$ cat config.mk
export PLATFORM = sky130hd
export DESIGN_NAME = scs_clock_ctrl
export DESIGN_NICKNAME = d
export VERILOG_FILES = /design/src/pkg/scs_pkg.sv /design/src/logic/scs_clock_ctrl.sv
export SDC_FILE = /design/constraint.sdc
export NUM_CORES = 1
export LEC_CHECK = 0
export ABC_CLOCK_PERIOD_IN_PS = 6400
export BUFFER_PORTS_ARGS = -buffer_cell sky130_fd_sc_hd__buf_2
export CAP_MARGIN = 5
export CORE_MARGIN = 8
export CORE_UTILIZATION = 26
export CTS_CLUSTER_DIAMETER = 40
export DETAILED_ROUTE_END_ITERATION = 8
export SLEW_MARGIN = 10
export SYNTH_ARGS = -nofsm -noshare
export SYNTH_HDL_FRONTEND = slang
export SYNTH_SLANG_ARGS = --single-unit
$ cat constraint.sdc
create_clock -name clk_sys -period 6.4 [get_ports clk_sys]
set_input_delay 0.64 -clock clk_sys [delete_from_list [all_inputs] [get_ports clk_sys]]
set_output_delay 0.64 -clock clk_sys [all_outputs]
set_load 0.01 [all_outputs]
$ cat src/pkg/scs_pkg.sv
// constants, codes and carrier types of the system clock source control
package scs_pkg;
  // clock source codes, also the index into enable and ready vectors
  localparam int NSRC = 6;
  localparam logic [2:0] SRC_RC2M = 3'h0;
  localparam logic [2:0] SRC_RC32M = 3'h1;
  localparam logic [2:0] SRC_RC32K = 3'h2;
  localparam logic [2:0] SRC_XOSC = 3'h3;
  localparam logic [2:0] SRC_PLL = 3'h4;
  localparam logic [2:0] SRC_X32K = 3'h5;
  // real-time counter clock choices
  localparam logic [2:0] RTC_ULP1K = 3'h0;
  localparam logic [2:0] RTC_X32K = 3'h1;
  localparam logic [2:0] RTC_ULP32K = 3'h2;
  localparam logic [2:0] RTC_RC1K = 3'h3;
  localparam logic [2:0] RTC_RC32K = 3'h4;
  // pll reference choices
  localparam logic [1:0] PLLSRC_RC2M = 2'h0;
  localparam logic [1:0] PLLSRC_RC32M = 2'h1;
  localparam logic [1:0] PLLSRC_XOSC = 2'h2;
  // register byte offsets
  localparam logic [7:0] OFF_SYS = 8'h00;
  localparam logic [7:0] OFF_OSC = 8'h04;
  localparam logic [7:0] OFF_XOSC = 8'h08;
  localparam logic [7:0] OFF_PLL = 8'h0C;
  localparam logic [7:0] OFF_PRESC = 8'h10;
  localparam logic [7:0] OFF_RTC = 8'h14;
  localparam logic [7:0] OFF_FREQUENCY_LOCKED_CALIBRATOR = 8'h18;
  localparam logic [7:0] OFF_CAL = 8'h1C;
  localparam logic [7:0] OFF_FAIL = 8'h20;
  localparam logic [7:0] OFF_PR = 8'h24;
  // field positions
  localparam int SYS_ACT_LSB = 8;
  localparam int SYS_HOLD_BIT = 12;
  localparam int OSC_RDY_LSB = 8;
  localparam int OSC_ULP_BIT = 16;
  localparam int XOSC_EXT_BIT = 2;
  localparam int XOSC_LP_BIT = 3;
  localparam int PLL_SRC_LSB = 8;
  localparam int FREQUENCY_LOCKED_CALIBRATOR_REF_BIT = 1;
  localparam int FREQUENCY_LOCKED_CALIBRATOR_TGT_LSB = 8;
  localparam int CAL_32M_LSB = 8;
  localparam int CAL_32K_LSB = 16;
  localparam int FAIL_LNMI_BIT = 1;
  localparam int FAIL_XF_BIT = 8;
  localparam int FAIL_PF_BIT = 9;
  localparam int FAIL_LK_BIT = 10;
  // limits, reset values, timing counts
  localparam logic [3:0] DIV_EXP_MAX = 4'hB;
  localparam logic [4:0] PLL_FACTOR_RST = 5'h01;
  localparam logic [7:0] FREQUENCY_LOCKED_CALIBRATOR_TARGET_RST = 8'h3D;
  localparam logic [4:0] LF_DIV_LAST = 5'h1F;
  localparam logic [2:0] SWITCH_GAP_CYC = 3'h4;
  localparam logic [1:0] RESP_OK = 2'h0;
  localparam logic [1:0] RESP_SLVERR = 2'h2;
  // synchronised input bit positions
  localparam int IN_XFAIL = 6;
  localparam int IN_ULP = 7;
  localparam int IN_RC32K = 8;
  localparam int IN_RC2M = 9;
  localparam int IN_X32K = 10;
  localparam int IN_W = 11;

  typedef enum logic [1:0] {SW_IDLE, SW_STOP, SW_RESTART} scs_sw_t;

  typedef struct packed {
    logic awvalid;
    logic [7:0] awaddr;
    logic wvalid;
    logic [31:0] wdata;
    logic [3:0] wstrb;
    logic bready;
    logic arvalid;
    logic [7:0] araddr;
    logic rready;
  } scs_axi_req_t;

  typedef struct packed {
    logic awready;
    logic wready;
    logic bvalid;
    logic [1:0] bresp;
    logic arready;
    logic rvalid;
    logic [31:0] rdata;
    logic [1:0] rresp;
  } scs_axi_rsp_t;

  typedef struct packed {
    logic [5:0] oscEn;
    logic ulpEn;
    logic [2:0] sysSel;
    logic clkHold;
    logic [4:0] pllFactor;
    logic [1:0] pllSrc;
    logic [1:0] xoscRange;
    logic crystalInputExtClk;
    logic lowFreqCrystalLowPwr;
    logic [2:0] rtcSel;
    logic [6:0] cal2m;
    logic [6:0] cal32m;
    logic [7:0] cal32k;
    logic [7:0] periphClkEn;
  } scs_oscctl_t;

  typedef struct packed {
    logic per4En;
    logic per2En;
    logic cpuEn;
    logic ulp1k;
    logic ulp32k;
    logic rc32kOut;
    logic rc1kOut;
    logic nmi;
  } scs_ticks_t;
endpackage

$ cat src/logic/scs_clock_ctrl.sv
// system clock source selection, prescaling and failure monitoring
`timescale 1ns/1ps
`default_nettype none
// Function
// - reset disables every clock source except the ultra low power and 2MHz ones.
// - after reset the system clock always runs from the 2MHz oscillator.
// - calibration loop and PLL stay off after reset until enabled.
// - source selection and prescaler may be rewritten at any time.
// - source changes gate the clock so no partial pulse escapes.
// - monitored oscillator or PLL failure raises NMI, falls back internally.
// - PLL lock and lock loss or oscillator failure detected, NMI optional.
// - ultra low power oscillator gives a divided 1kHz output too.
// - ultra low power oscillator runs only while something uses it.
// - real-time counter may choose the ultra low power oscillator.
// - calibrated 32.768kHz oscillator gives full rate and 1.024kHz outputs.
// - production calibration value for it, overwritable by software.
// - 32.768kHz crystal serves system clock, counter and loop reference.
// - high frequency crystal oscillator has four range modes.
// - enabled loop keeps trimming the 2MHz oscillator calibration.
// - 32MHz oscillator tunable by software across 30 to 55MHz.
// - crystal input pin can take an external clock instead.
// - PLL multiplies by a software factor from 1 to 31.
// - prescaler divides the selected source by 1 up to 2048.
// - fast peripheral clocks run at two and four times CPU rate.
// - power reduction bit stops a chosen peripheral clock.
module scs_clock_ctrl #(
  parameter logic [6:0] CAL2M_PROD = 7'h40,
  parameter logic [6:0] CAL32M_PROD = 7'h40,
  parameter logic [7:0] CAL32K_PROD = 8'h80
) (
  input wire logic clk_sys,
  input wire logic rst_n,
  input wire scs_pkg::scs_axi_req_t axiReq,
  output var scs_pkg::scs_axi_rsp_t axiRsp,
  input wire logic [5:0] oscRdy,
  input wire logic xoscFail,
  input wire logic ulpTick,
  input wire logic rc32kTick,
  input wire logic rc2mTick,
  input wire logic lowFreqCrystalTick,
  input wire logic wdtUsesUlp,
  output var scs_pkg::scs_oscctl_t oscCtl,
  output var scs_pkg::scs_ticks_t ticks
);
  import scs_pkg::*;

  typedef struct packed {
    scs_oscctl_t ctl;
    scs_ticks_t tk;
    logic [IN_W-1:0] s1;
    logic [IN_W-1:0] s2;
    logic [IN_W-1:0] s3;
    scs_sw_t fsm;
    logic [2:0] req;
    logic [2:0] tgt;
    logic [2:0] gapCnt;
    logic fallback;
    logic [3:0] divExp;
    logic [12:0] divCnt;
    logic [4:0] ulpCnt;
    logic [4:0] rcCnt;
    logic dfllEn;
    logic dfllRef;
    logic [7:0] dfllTarget;
    logic [7:0] dfllCnt;
    logic monEn;
    logic lockNmiEn;
    logic xFailFlag;
    logic pllFailFlag;
    logic lockFlag;
    logic awGot;
    logic wGot;
    logic [7:0] awAddr;
    logic [31:0] wData;
    logic [3:0] wStrb;
    scs_axi_rsp_t rsp;
  } scs_state_t;

  // only the low power oscillator kept, plus the default 2MHz
  localparam scs_oscctl_t CTL_RST = '{
    oscEn: 6'h01, ulpEn: 1'b1, sysSel: SRC_RC2M, clkHold: 1'b0,
    pllFactor: PLL_FACTOR_RST, pllSrc: PLLSRC_RC2M, xoscRange: 2'h0,
    crystalInputExtClk: 1'b0, lowFreqCrystalLowPwr: 1'b0,
    rtcSel: RTC_ULP1K, cal2m: CAL2M_PROD, cal32m: CAL32M_PROD,
    cal32k: CAL32K_PROD, periphClkEn: 8'hFF};
  localparam scs_axi_rsp_t RSP_RST = '{
    awready: 1'b1, wready: 1'b1, arready: 1'b1, default: '0};
  localparam scs_state_t ST_RST = '{
    ctl: CTL_RST, rsp: RSP_RST, fsm: SW_IDLE, req: SRC_RC2M,
    tgt: SRC_RC2M, dfllTarget: FREQUENCY_LOCKED_CALIBRATOR_TARGET_RST, default: '0};

  scs_state_t st_ff;
  scs_state_t nxt_st;
  logic [IN_W-1:0] rawIn;
  logic [IN_W-1:0] rise;
  logic [IN_W-1:0] fall;
  logic [5:0] okVec;
  logic reqOk;

  function automatic logic [12:0] divMask(input logic [3:0] e);
    divMask = 13'((14'h1 << e) - 14'h1);
  endfunction

  function automatic logic isMapped(input logic [7:0] a);
    isMapped = (a[1:0] == 2'h0) && (a <= OFF_PR);
  endfunction

  function automatic logic [31:0] regRead(input logic [7:0] a,
                                          input scs_state_t s);
    logic [31:0] r;
    r = 32'h0;
    case (a)
      OFF_SYS: begin
        r[2:0] = s.req;
        r[SYS_ACT_LSB +: 3] = s.ctl.sysSel;
        r[SYS_HOLD_BIT] = s.ctl.clkHold;
      end
      OFF_OSC: begin
        r[5:0] = s.ctl.oscEn;
        r[OSC_RDY_LSB +: 6] = s.s2[5:0];
        r[OSC_ULP_BIT] = s.ctl.ulpEn;
      end
      OFF_XOSC: begin
        r[1:0] = s.ctl.xoscRange;
        r[XOSC_EXT_BIT] = s.ctl.crystalInputExtClk;
        r[XOSC_LP_BIT] = s.ctl.lowFreqCrystalLowPwr;
      end
      OFF_PLL: begin
        r[4:0] = s.ctl.pllFactor;
        r[PLL_SRC_LSB +: 2] = s.ctl.pllSrc;
      end
      OFF_PRESC: r[3:0] = s.divExp;
      OFF_RTC: r[2:0] = s.ctl.rtcSel;
      OFF_FREQUENCY_LOCKED_CALIBRATOR: begin
        r[0] = s.dfllEn;
        r[FREQUENCY_LOCKED_CALIBRATOR_REF_BIT] = s.dfllRef;
        r[FREQUENCY_LOCKED_CALIBRATOR_TGT_LSB +: 8] = s.dfllTarget;
      end
      OFF_CAL: begin
        r[6:0] = s.ctl.cal2m;
        r[CAL_32M_LSB +: 7] = s.ctl.cal32m;
        r[CAL_32K_LSB +: 8] = s.ctl.cal32k;
      end
      OFF_FAIL: begin
        r[0] = s.monEn;
        r[FAIL_LNMI_BIT] = s.lockNmiEn;
        r[FAIL_XF_BIT] = s.xFailFlag;
        r[FAIL_PF_BIT] = s.pllFailFlag;
        r[FAIL_LK_BIT] = s.lockFlag;
      end
      OFF_PR: r[7:0] = ~s.ctl.periphClkEn;
      default: r = 32'h0;
    endcase
    regRead = r;
  endfunction

  assign rawIn = {lowFreqCrystalTick, rc2mTick, rc32kTick, ulpTick,
                  xoscFail, oscRdy};
  // s1 is read only by s2; edges come from the settled s2/s3 pair
  assign rise = st_ff.s2 & ~st_ff.s3;
  assign fall = ~st_ff.s2 & st_ff.s3;
  assign okVec = st_ff.ctl.oscEn & st_ff.s2[5:0];
  assign reqOk = okVec[st_ff.req];

  always_comb begin
    logic [31:0] w;
    logic [31:0] bm;
    logic refEdge;
    logic fail;
    w = 32'h0;
    bm = 32'h0;
    refEdge = 1'b0;
    fail = 1'b0;
    nxt_st = st_ff;
    nxt_st.s1 = rawIn;
    nxt_st.s2 = st_ff.s1;
    nxt_st.s3 = st_ff.s2;
    nxt_st.tk.nmi = 1'b0;

    // free counter, masks pick the division ratio
    nxt_st.divCnt = st_ff.divCnt + 13'h1;
    // cpu tick at a quarter, peripheral x2 at a half
    nxt_st.tk.per4En =
      (st_ff.divCnt & divMask(st_ff.divExp)) == divMask(st_ff.divExp);
    nxt_st.tk.per2En = (st_ff.divCnt & divMask(4'(st_ff.divExp + 4'h1)))
                       == divMask(4'(st_ff.divExp + 4'h1));
    nxt_st.tk.cpuEn = (st_ff.divCnt & divMask(4'(st_ff.divExp + 4'h2)))
                      == divMask(4'(st_ff.divExp + 4'h2));

    // low frequency sources divided by 32
    nxt_st.tk.ulp32k = rise[IN_ULP];
    nxt_st.tk.ulp1k = rise[IN_ULP] && st_ff.ulpCnt == LF_DIV_LAST;
    nxt_st.tk.rc32kOut = rise[IN_RC32K];
    nxt_st.tk.rc1kOut = rise[IN_RC32K] && st_ff.rcCnt == LF_DIV_LAST;
    if (rise[IN_ULP]) begin
      nxt_st.ulpCnt = st_ff.ulpCnt + 5'h1;
    end
    if (rise[IN_RC32K]) begin
      nxt_st.rcCnt = st_ff.rcCnt + 5'h1;
    end

    // low power oscillator follows its users
    nxt_st.ctl.ulpEn = wdtUsesUlp || st_ff.ctl.rtcSel == RTC_ULP1K
                       || st_ff.ctl.rtcSel == RTC_ULP32K;

    // count 2MHz edges per reference edge, trim toward target
    // the 32.768kHz crystal may serve as reference
    refEdge = st_ff.dfllRef ? rise[IN_X32K] : rise[IN_RC32K];
    if (st_ff.dfllEn) begin
      if (rise[IN_RC2M] && st_ff.dfllCnt != 8'hFF) begin
        nxt_st.dfllCnt = st_ff.dfllCnt + 8'h1;
      end
      if (refEdge) begin
        nxt_st.dfllCnt = 8'h0;
        if (st_ff.dfllCnt > st_ff.dfllTarget
            && st_ff.ctl.cal2m != 7'h00) begin
          nxt_st.ctl.cal2m = st_ff.ctl.cal2m - 7'h1;
        end else if (st_ff.dfllCnt < st_ff.dfllTarget
                     && st_ff.ctl.cal2m != 7'h7F) begin
          nxt_st.ctl.cal2m = st_ff.ctl.cal2m + 7'h1;
        end
      end
    end

    // bus: address and data taken in either order, one write at a time
    if (st_ff.rsp.bvalid && axiReq.bready) begin
      nxt_st.rsp.bvalid = 1'b0;
    end
    if (st_ff.rsp.rvalid && axiReq.rready) begin
      nxt_st.rsp.rvalid = 1'b0;
    end
    if (axiReq.awvalid && st_ff.rsp.awready) begin
      nxt_st.awGot = 1'b1;
      nxt_st.awAddr = axiReq.awaddr;
    end
    if (axiReq.wvalid && st_ff.rsp.wready) begin
      nxt_st.wGot = 1'b1;
      nxt_st.wData = axiReq.wdata;
      nxt_st.wStrb = axiReq.wstrb;
    end
    if (nxt_st.awGot && nxt_st.wGot && !nxt_st.rsp.bvalid) begin
      nxt_st.awGot = 1'b0;
      nxt_st.wGot = 1'b0;
      nxt_st.rsp.bvalid = 1'b1;
      nxt_st.rsp.bresp = isMapped(nxt_st.awAddr) ? RESP_OK : RESP_SLVERR;
      bm = {{8{nxt_st.wStrb[3]}}, {8{nxt_st.wStrb[2]}},
            {8{nxt_st.wStrb[1]}}, {8{nxt_st.wStrb[0]}}};
      w = (regRead(nxt_st.awAddr, st_ff) & ~bm) | (nxt_st.wData & bm);
      case (nxt_st.awAddr)
        // selection may be rewritten at any time
        OFF_SYS: begin
          if (w[2:0] < 3'(NSRC)) begin
            nxt_st.req = w[2:0];
          end
        end
        OFF_OSC: begin
          nxt_st.ctl.oscEn = w[5:0];
          // the running source cannot be switched off under the cpu
          nxt_st.ctl.oscEn[st_ff.ctl.sysSel] = 1'b1;
        end
        // range mode and external clock on the input pin
        OFF_XOSC: begin
          nxt_st.ctl.xoscRange = w[1:0];
          nxt_st.ctl.crystalInputExtClk = w[XOSC_EXT_BIT];
          nxt_st.ctl.lowFreqCrystalLowPwr = w[XOSC_LP_BIT];
        end
        // factor zero is refused, old factor kept
        OFF_PLL: begin
          if (w[4:0] != 5'h00) begin
            nxt_st.ctl.pllFactor = w[4:0];
          end
          if (w[PLL_SRC_LSB +: 2] != 2'h3) begin
            nxt_st.ctl.pllSrc = w[PLL_SRC_LSB +: 2];
          end
        end
        OFF_PRESC: begin
          if (w[3:0] <= DIV_EXP_MAX) begin
            nxt_st.divExp = w[3:0];
          end
        end
        OFF_RTC: begin
          if (w[2:0] <= RTC_RC32K) begin
            nxt_st.ctl.rtcSel = w[2:0];
          end
        end
        OFF_FREQUENCY_LOCKED_CALIBRATOR: begin
          nxt_st.dfllEn = w[0];
          nxt_st.dfllRef = w[FREQUENCY_LOCKED_CALIBRATOR_REF_BIT];
          nxt_st.dfllTarget = w[FREQUENCY_LOCKED_CALIBRATOR_TGT_LSB +: 8];
        end
        OFF_CAL: begin
          nxt_st.ctl.cal2m = w[6:0];
          nxt_st.ctl.cal32m = w[CAL_32M_LSB +: 7];
          nxt_st.ctl.cal32k = w[CAL_32K_LSB +: 8];
        end
        OFF_FAIL: begin
          nxt_st.monEn = w[0];
          nxt_st.lockNmiEn = w[FAIL_LNMI_BIT];
          if (nxt_st.wData[FAIL_XF_BIT] && nxt_st.wStrb[1]) begin
            nxt_st.xFailFlag = 1'b0;
          end
          if (nxt_st.wData[FAIL_PF_BIT] && nxt_st.wStrb[1]) begin
            nxt_st.pllFailFlag = 1'b0;
          end
          if (nxt_st.wData[FAIL_LK_BIT] && nxt_st.wStrb[1]) begin
            nxt_st.lockFlag = 1'b0;
          end
        end
        // set bit stops that peripheral clock
        OFF_PR: nxt_st.ctl.periphClkEn = ~w[7:0];
        default: nxt_st.rsp.bresp = RESP_SLVERR;
      endcase
    end
    if (axiReq.arvalid && st_ff.rsp.arready) begin
      nxt_st.rsp.rvalid = 1'b1;
      nxt_st.rsp.rdata = regRead(axiReq.araddr, st_ff);
      nxt_st.rsp.rresp = isMapped(axiReq.araddr) ? RESP_OK : RESP_SLVERR;
    end
    nxt_st.rsp.awready = !nxt_st.awGot && !nxt_st.rsp.bvalid;
    nxt_st.rsp.wready = !nxt_st.wGot && !nxt_st.rsp.bvalid;
    nxt_st.rsp.arready = !nxt_st.rsp.rvalid;

    // clock held low a gap before and after the select moves
    case (st_ff.fsm)
      SW_IDLE: begin
        // wait until the requested source is up
        if (st_ff.req != st_ff.ctl.sysSel && reqOk) begin
          nxt_st.fsm = SW_STOP;
          nxt_st.tgt = st_ff.req;
          nxt_st.ctl.clkHold = 1'b1;
          nxt_st.gapCnt = 3'h0;
          nxt_st.fallback = 1'b0;
        end
      end
      SW_STOP: begin
        nxt_st.gapCnt = st_ff.gapCnt + 3'h1;
        if (st_ff.gapCnt == SWITCH_GAP_CYC - 3'h1) begin
          nxt_st.ctl.sysSel = st_ff.tgt;
          nxt_st.gapCnt = 3'h0;
          nxt_st.fsm = SW_RESTART;
        end
      end
      SW_RESTART: begin
        nxt_st.gapCnt = st_ff.gapCnt + 3'h1;
        if (st_ff.gapCnt == SWITCH_GAP_CYC - 3'h1) begin
          nxt_st.ctl.clkHold = 1'b0;
          nxt_st.fallback = 1'b0;
          nxt_st.fsm = SW_IDLE;
        end
      end
      default: begin
        nxt_st.fsm = SW_IDLE;
        nxt_st.ctl.clkHold = 1'b0;
      end
    endcase

    // lock, lock loss and crystal failure; sets win over clears
    if (rise[SRC_PLL] && st_ff.ctl.oscEn[SRC_PLL]) begin
      nxt_st.lockFlag = 1'b1;
      nxt_st.tk.nmi = st_ff.lockNmiEn;
    end
    if (fall[SRC_PLL] && st_ff.ctl.oscEn[SRC_PLL]) begin
      nxt_st.pllFailFlag = 1'b1;
      fail = st_ff.monEn && (st_ff.ctl.sysSel == SRC_PLL
                             || st_ff.tgt == SRC_PLL);
      nxt_st.tk.nmi = nxt_st.tk.nmi || st_ff.monEn;
    end
    if (rise[IN_XFAIL] && st_ff.ctl.oscEn[SRC_XOSC]) begin
      nxt_st.xFailFlag = 1'b1;
      fail = fail || (st_ff.monEn && (st_ff.ctl.sysSel == SRC_XOSC
             || st_ff.tgt == SRC_XOSC || (st_ff.ctl.sysSel == SRC_PLL
             && st_ff.ctl.pllSrc == PLLSRC_XOSC)));
      nxt_st.tk.nmi = nxt_st.tk.nmi || st_ff.monEn;
    end
    // forced fall back overrides any switch in progress
    if (fail) begin
      nxt_st.req = SRC_RC2M;
      nxt_st.tgt = SRC_RC2M;
      nxt_st.ctl.oscEn[SRC_RC2M] = 1'b1;
      nxt_st.fallback = 1'b1;
      nxt_st.fsm = SW_STOP;
      nxt_st.ctl.clkHold = 1'b1;
      nxt_st.gapCnt = 3'h0;
    end
  end

  always_ff @(posedge clk_sys) begin
    if (!rst_n) begin
      st_ff <= ST_RST;
    end else begin
      st_ff <= nxt_st;
    end
  end

  assign axiRsp = st_ff.rsp;
  assign oscCtl = st_ff.ctl;
  assign ticks = st_ff.tk;
endmodule
`default_nettype wire

==> impl_metrics.json <==
{
  "status": "completed",
  "grt.total_usage_pct": 15.0,
  "synth_edf_count": 0,
  "postCtsSetupBuffers": 0,
  "fmax_mhz": 253,
  "hold_viol": 0,
  "yosys_warnings": 0,
  "min_period_ps": 3960,
  "detail_route.wl_per_cell_um": 19.4,
  "diodes": 0,
  "h-tree-depth": 2,
  "nets": 1607,
  "critPathKind": "flip-flop to flip-flop",
  "core_um2": 46200,
  "vias": 11011,
  "worst_path_max_delay_cell": "dfxtp_1",
  "p_total_w": 0.00426,
  "tns_ps": 0,
  "area_growth_syn_to_layout_pct": 16.6,
  "syn-cell-area_um2": 12100,
  "fin_skew_ps": 23.3,
  "row_count": 79,
  "cts_tree": "yes",
  "cts_buffer_depth": 3,
  "power_leakage_nw": 5.60,
  "vdd_drop_max_uv": 170,
  "ys.flop_type": "dfxtp_1",
  "cp_num_buf_inv": 1,
  "cp_cell_sequence": "clkinv_1, xnor2_1, nand3_1, ha_1, and2_1, nand3_1, o41ai_1, a32o_1, a211o_1, nor3_1",
  "start_util_pct": 26.1,
  "finalMaxSlewViolations": 0,
  "clk_latency_ps": 550,
  "grt_max_degree": 81,
  "portBuffers": 155,
  "setup_viol": 0,
  "layout-drive-gt1-share_pct": 17.9,
  "endpoint_kind": "flip-flop",
  "drt_iter0_markers": 1070,
  "seq_area_frac_synth_pct": 36.5,
  "avgSynthCellArea_um2": 8.17,
  "cts-resized-gates": 0,
  "totalWireLength_mm": 41.7,
  "die_w_um": 231,
  "synthArstFlopShare_pct": 0,
  "tightestPinTransition_ps": 1300,
  "clockRootBuffer": "clkbuf_16",
  "max-cap-violations": 0,
  "ys_ff_latch": 220,
  "power.density_nw_per_um2": 303,
  "hp-class": "primary input to flip-flop",
  "worstPathArrival_ps": 4410,
  "relSlewSlack_pct": 13.3,
  "cts_inserted_buffers": 41,
  "drt_pass1_iterations": 5,
  "hold_buffers": 0,
  "cp_num_cells": 10,
  "vias_per_cell": 5.13,
  "route.detailed.drc": 0,
  "timing.final.crit_share_pct": 61.8,
  "ys_types": 89,
  "grt_pass1_wl_mm": 63.1,
  "hold_depth": 2,
  "clock_sinks": 220,
  "path_common_cell": "nand3_1",
  "worstRegToRegCells": 10,
  "die-area_um2": 53500,
  "crit_family": "flip-flops",
  "hpwl_mm": 30.6,
  "ios": 175,
  "grt.overflow.total": 0,
  "ant_nets": 0,
  "fillers": 4835,
  "startpoint_type": "flip-flop",
  "cp_slowest_stage_delay_ps": 970,
  "clkTransAtPathRegs_ps": 50,
  "die_h_um": 231,
  "crit_fanout": 24,
  "routabilityCongestion": 0.893,
  "grt_pass1_vias": 10695,
  "crit_required_ps": 6850,
  "antenna_found_initial": 1,
  "syn_inst": 1477,
  "rsz0062_at_grt": "false"
}
cells by family (layout without fill, tap and decap cells):
| group | after synthesis | count (layout) | share of synthesized area (%) |
|---|---|---|---|
| compound gates | 363 | 363 | 20.7 |
| xor+xnor | 32 | 32 | 2.32 |
| fa+ha+maj | 30 | 30 | 3.11 |
| buf+inv | 228 | 280 | 10.6 |
| flops | 220 | 220 | 36.5 |
| mux | 58 | 58 | 4.90 |
| other cells | 1 | 10 | 0.0311 |
| simple gates | 545 | 545 | 21.9 |
through the flow:
| stage | area [um^2] | std cells | hold WS, ps | utilization, % | worst slack [ps] |
|---|---|---|---|---|---|
| floorplan | 12100 | 1486 | 399 | - | 3580 |
| global route | 14100 | 2145 | 287 | 30.5 | 2190 |
| CTS | 14100 | 2145 | 270 | 30.5 | 2570 |
| finish | 14100 | 2145 | 297 | 30.5 | 2440 |
| global placement | 12600 | 2070 | 417 | 27.3 | 2570 |
| detailed placement | 12600 | 2070 | 418 | 27.3 | 2570 |
placed cells by master, fill, tap and decap left out, drive strengths merged, types with 45 or more instances in the layout:
cell type	Yosys	routed
dfxtp	220	220
nor2	169	169
buf	123	166
nand2	148	148
a21oi	95	95
o21ai	71	71
mux2i	53	53
clkbuf	66	51
nand3	49	49
and2	45	45
inv	38	45
cell usage after synthesis (7+ instances only):
master | count | area (um^2)
nor3_1 | 29 | 145
nand2_1 | 147 | 552
clkbuf_1 | 65 | 244
nor2b_1 | 17 | 106
inv_1 | 38 | 143
a222oi_1 | 7 | 70.1
nand3_1 | 49 | 245
a311oi_1 | 9 | 78.8
nor2_1 | 168 | 631
nand2b_1 | 10 | 62.6
a21oi_1 | 94 | 470
o22ai_1 | 12 | 75.1
a22oi_1 | 23 | 173
a22o_1 | 7 | 61.3
and3_1 | 10 | 62.6
a221oi_1 | 18 | 158
a32oi_1 | 8 | 70.1
nand4_1 | 10 | 62.6
dfxtp_1 | 220 | 4400
o21ai_0 | 67 | 335
and2_1 | 45 | 282
xor2_1 | 17 | 149
buf_4 | 108 | 811
o211ai_1 | 16 | 120
mux2i_1 | 53 | 531
a31oi_1 | 12 | 75.1
buf_2 | 8 | 40.0
xnor2_1 | 15 | 131
nand3b_1 | 9 | 67.6
a211oi_1 | 19 | 143
ha_1 | 30 | 375
nor4_1 | 8 | 50.1
or3_1 | 14 | 87.6
report_power, final:
part           switching (W)  leakage, nW  total [W]  internal [W]
combinational       0.000320         3.11   0.000483      0.000163
sequential         0.0000461         1.79    0.00147       0.00143
clock               0.000775        0.705    0.00230       0.00152
metal layers:
metal	part of all wire, %	up-vias	GRT usage, %
met1	41	5200	17.9
met2	47	457	24.8
met5	0.031	-	0
met4	4.4	2	7.19
met3	8.0	125	3.96
li1	-	5227	-
registers in the layout (all words and copies together) (netlist names):
name    flops
axiRsp     31
nxt_st     22
oscCtl     55
st_ff     104
ticks       8
final cells by class:
cell class / instances / area, um^2 / share of cell area [%]
Sequential cell: 220 / 4400 / 31.3
Clock buffer: 51 / 1150 / 8.15
Inverter: 39 / 149 / 1.06
Clock inverter: 24 / 320 / 2.28
Timing Repair Buffer: 166 / 858 / 6.10
Tap cell: 607 / 759 / 5.40
Multi-Input combinational cell: 1038 / 6420 / 45.7
final timing paths:
check,start,endpoint,slack [ps]
worst min-delay path,oscRdy[1],nxt_st[161],300
worst max-delay path,st_ff[136],ticks[6],2440
worst min register to register,st_ff[156],ticks[3],430
worst max register to register,st_ff[136],ticks[6],2440
worst reg2reg max path, delay by kind of cell, from the launching register on:
kind | cells | cell delay, ps
simple gates | 4 | 680
compound gates | 3 | 590
flops | 1 | 970
buf+inv | 1 | 580
fa+ha+maj | 1 | 400
xor+xnor | 1 | 670
No activity file was read; power rests on OpenSTA's default activity.
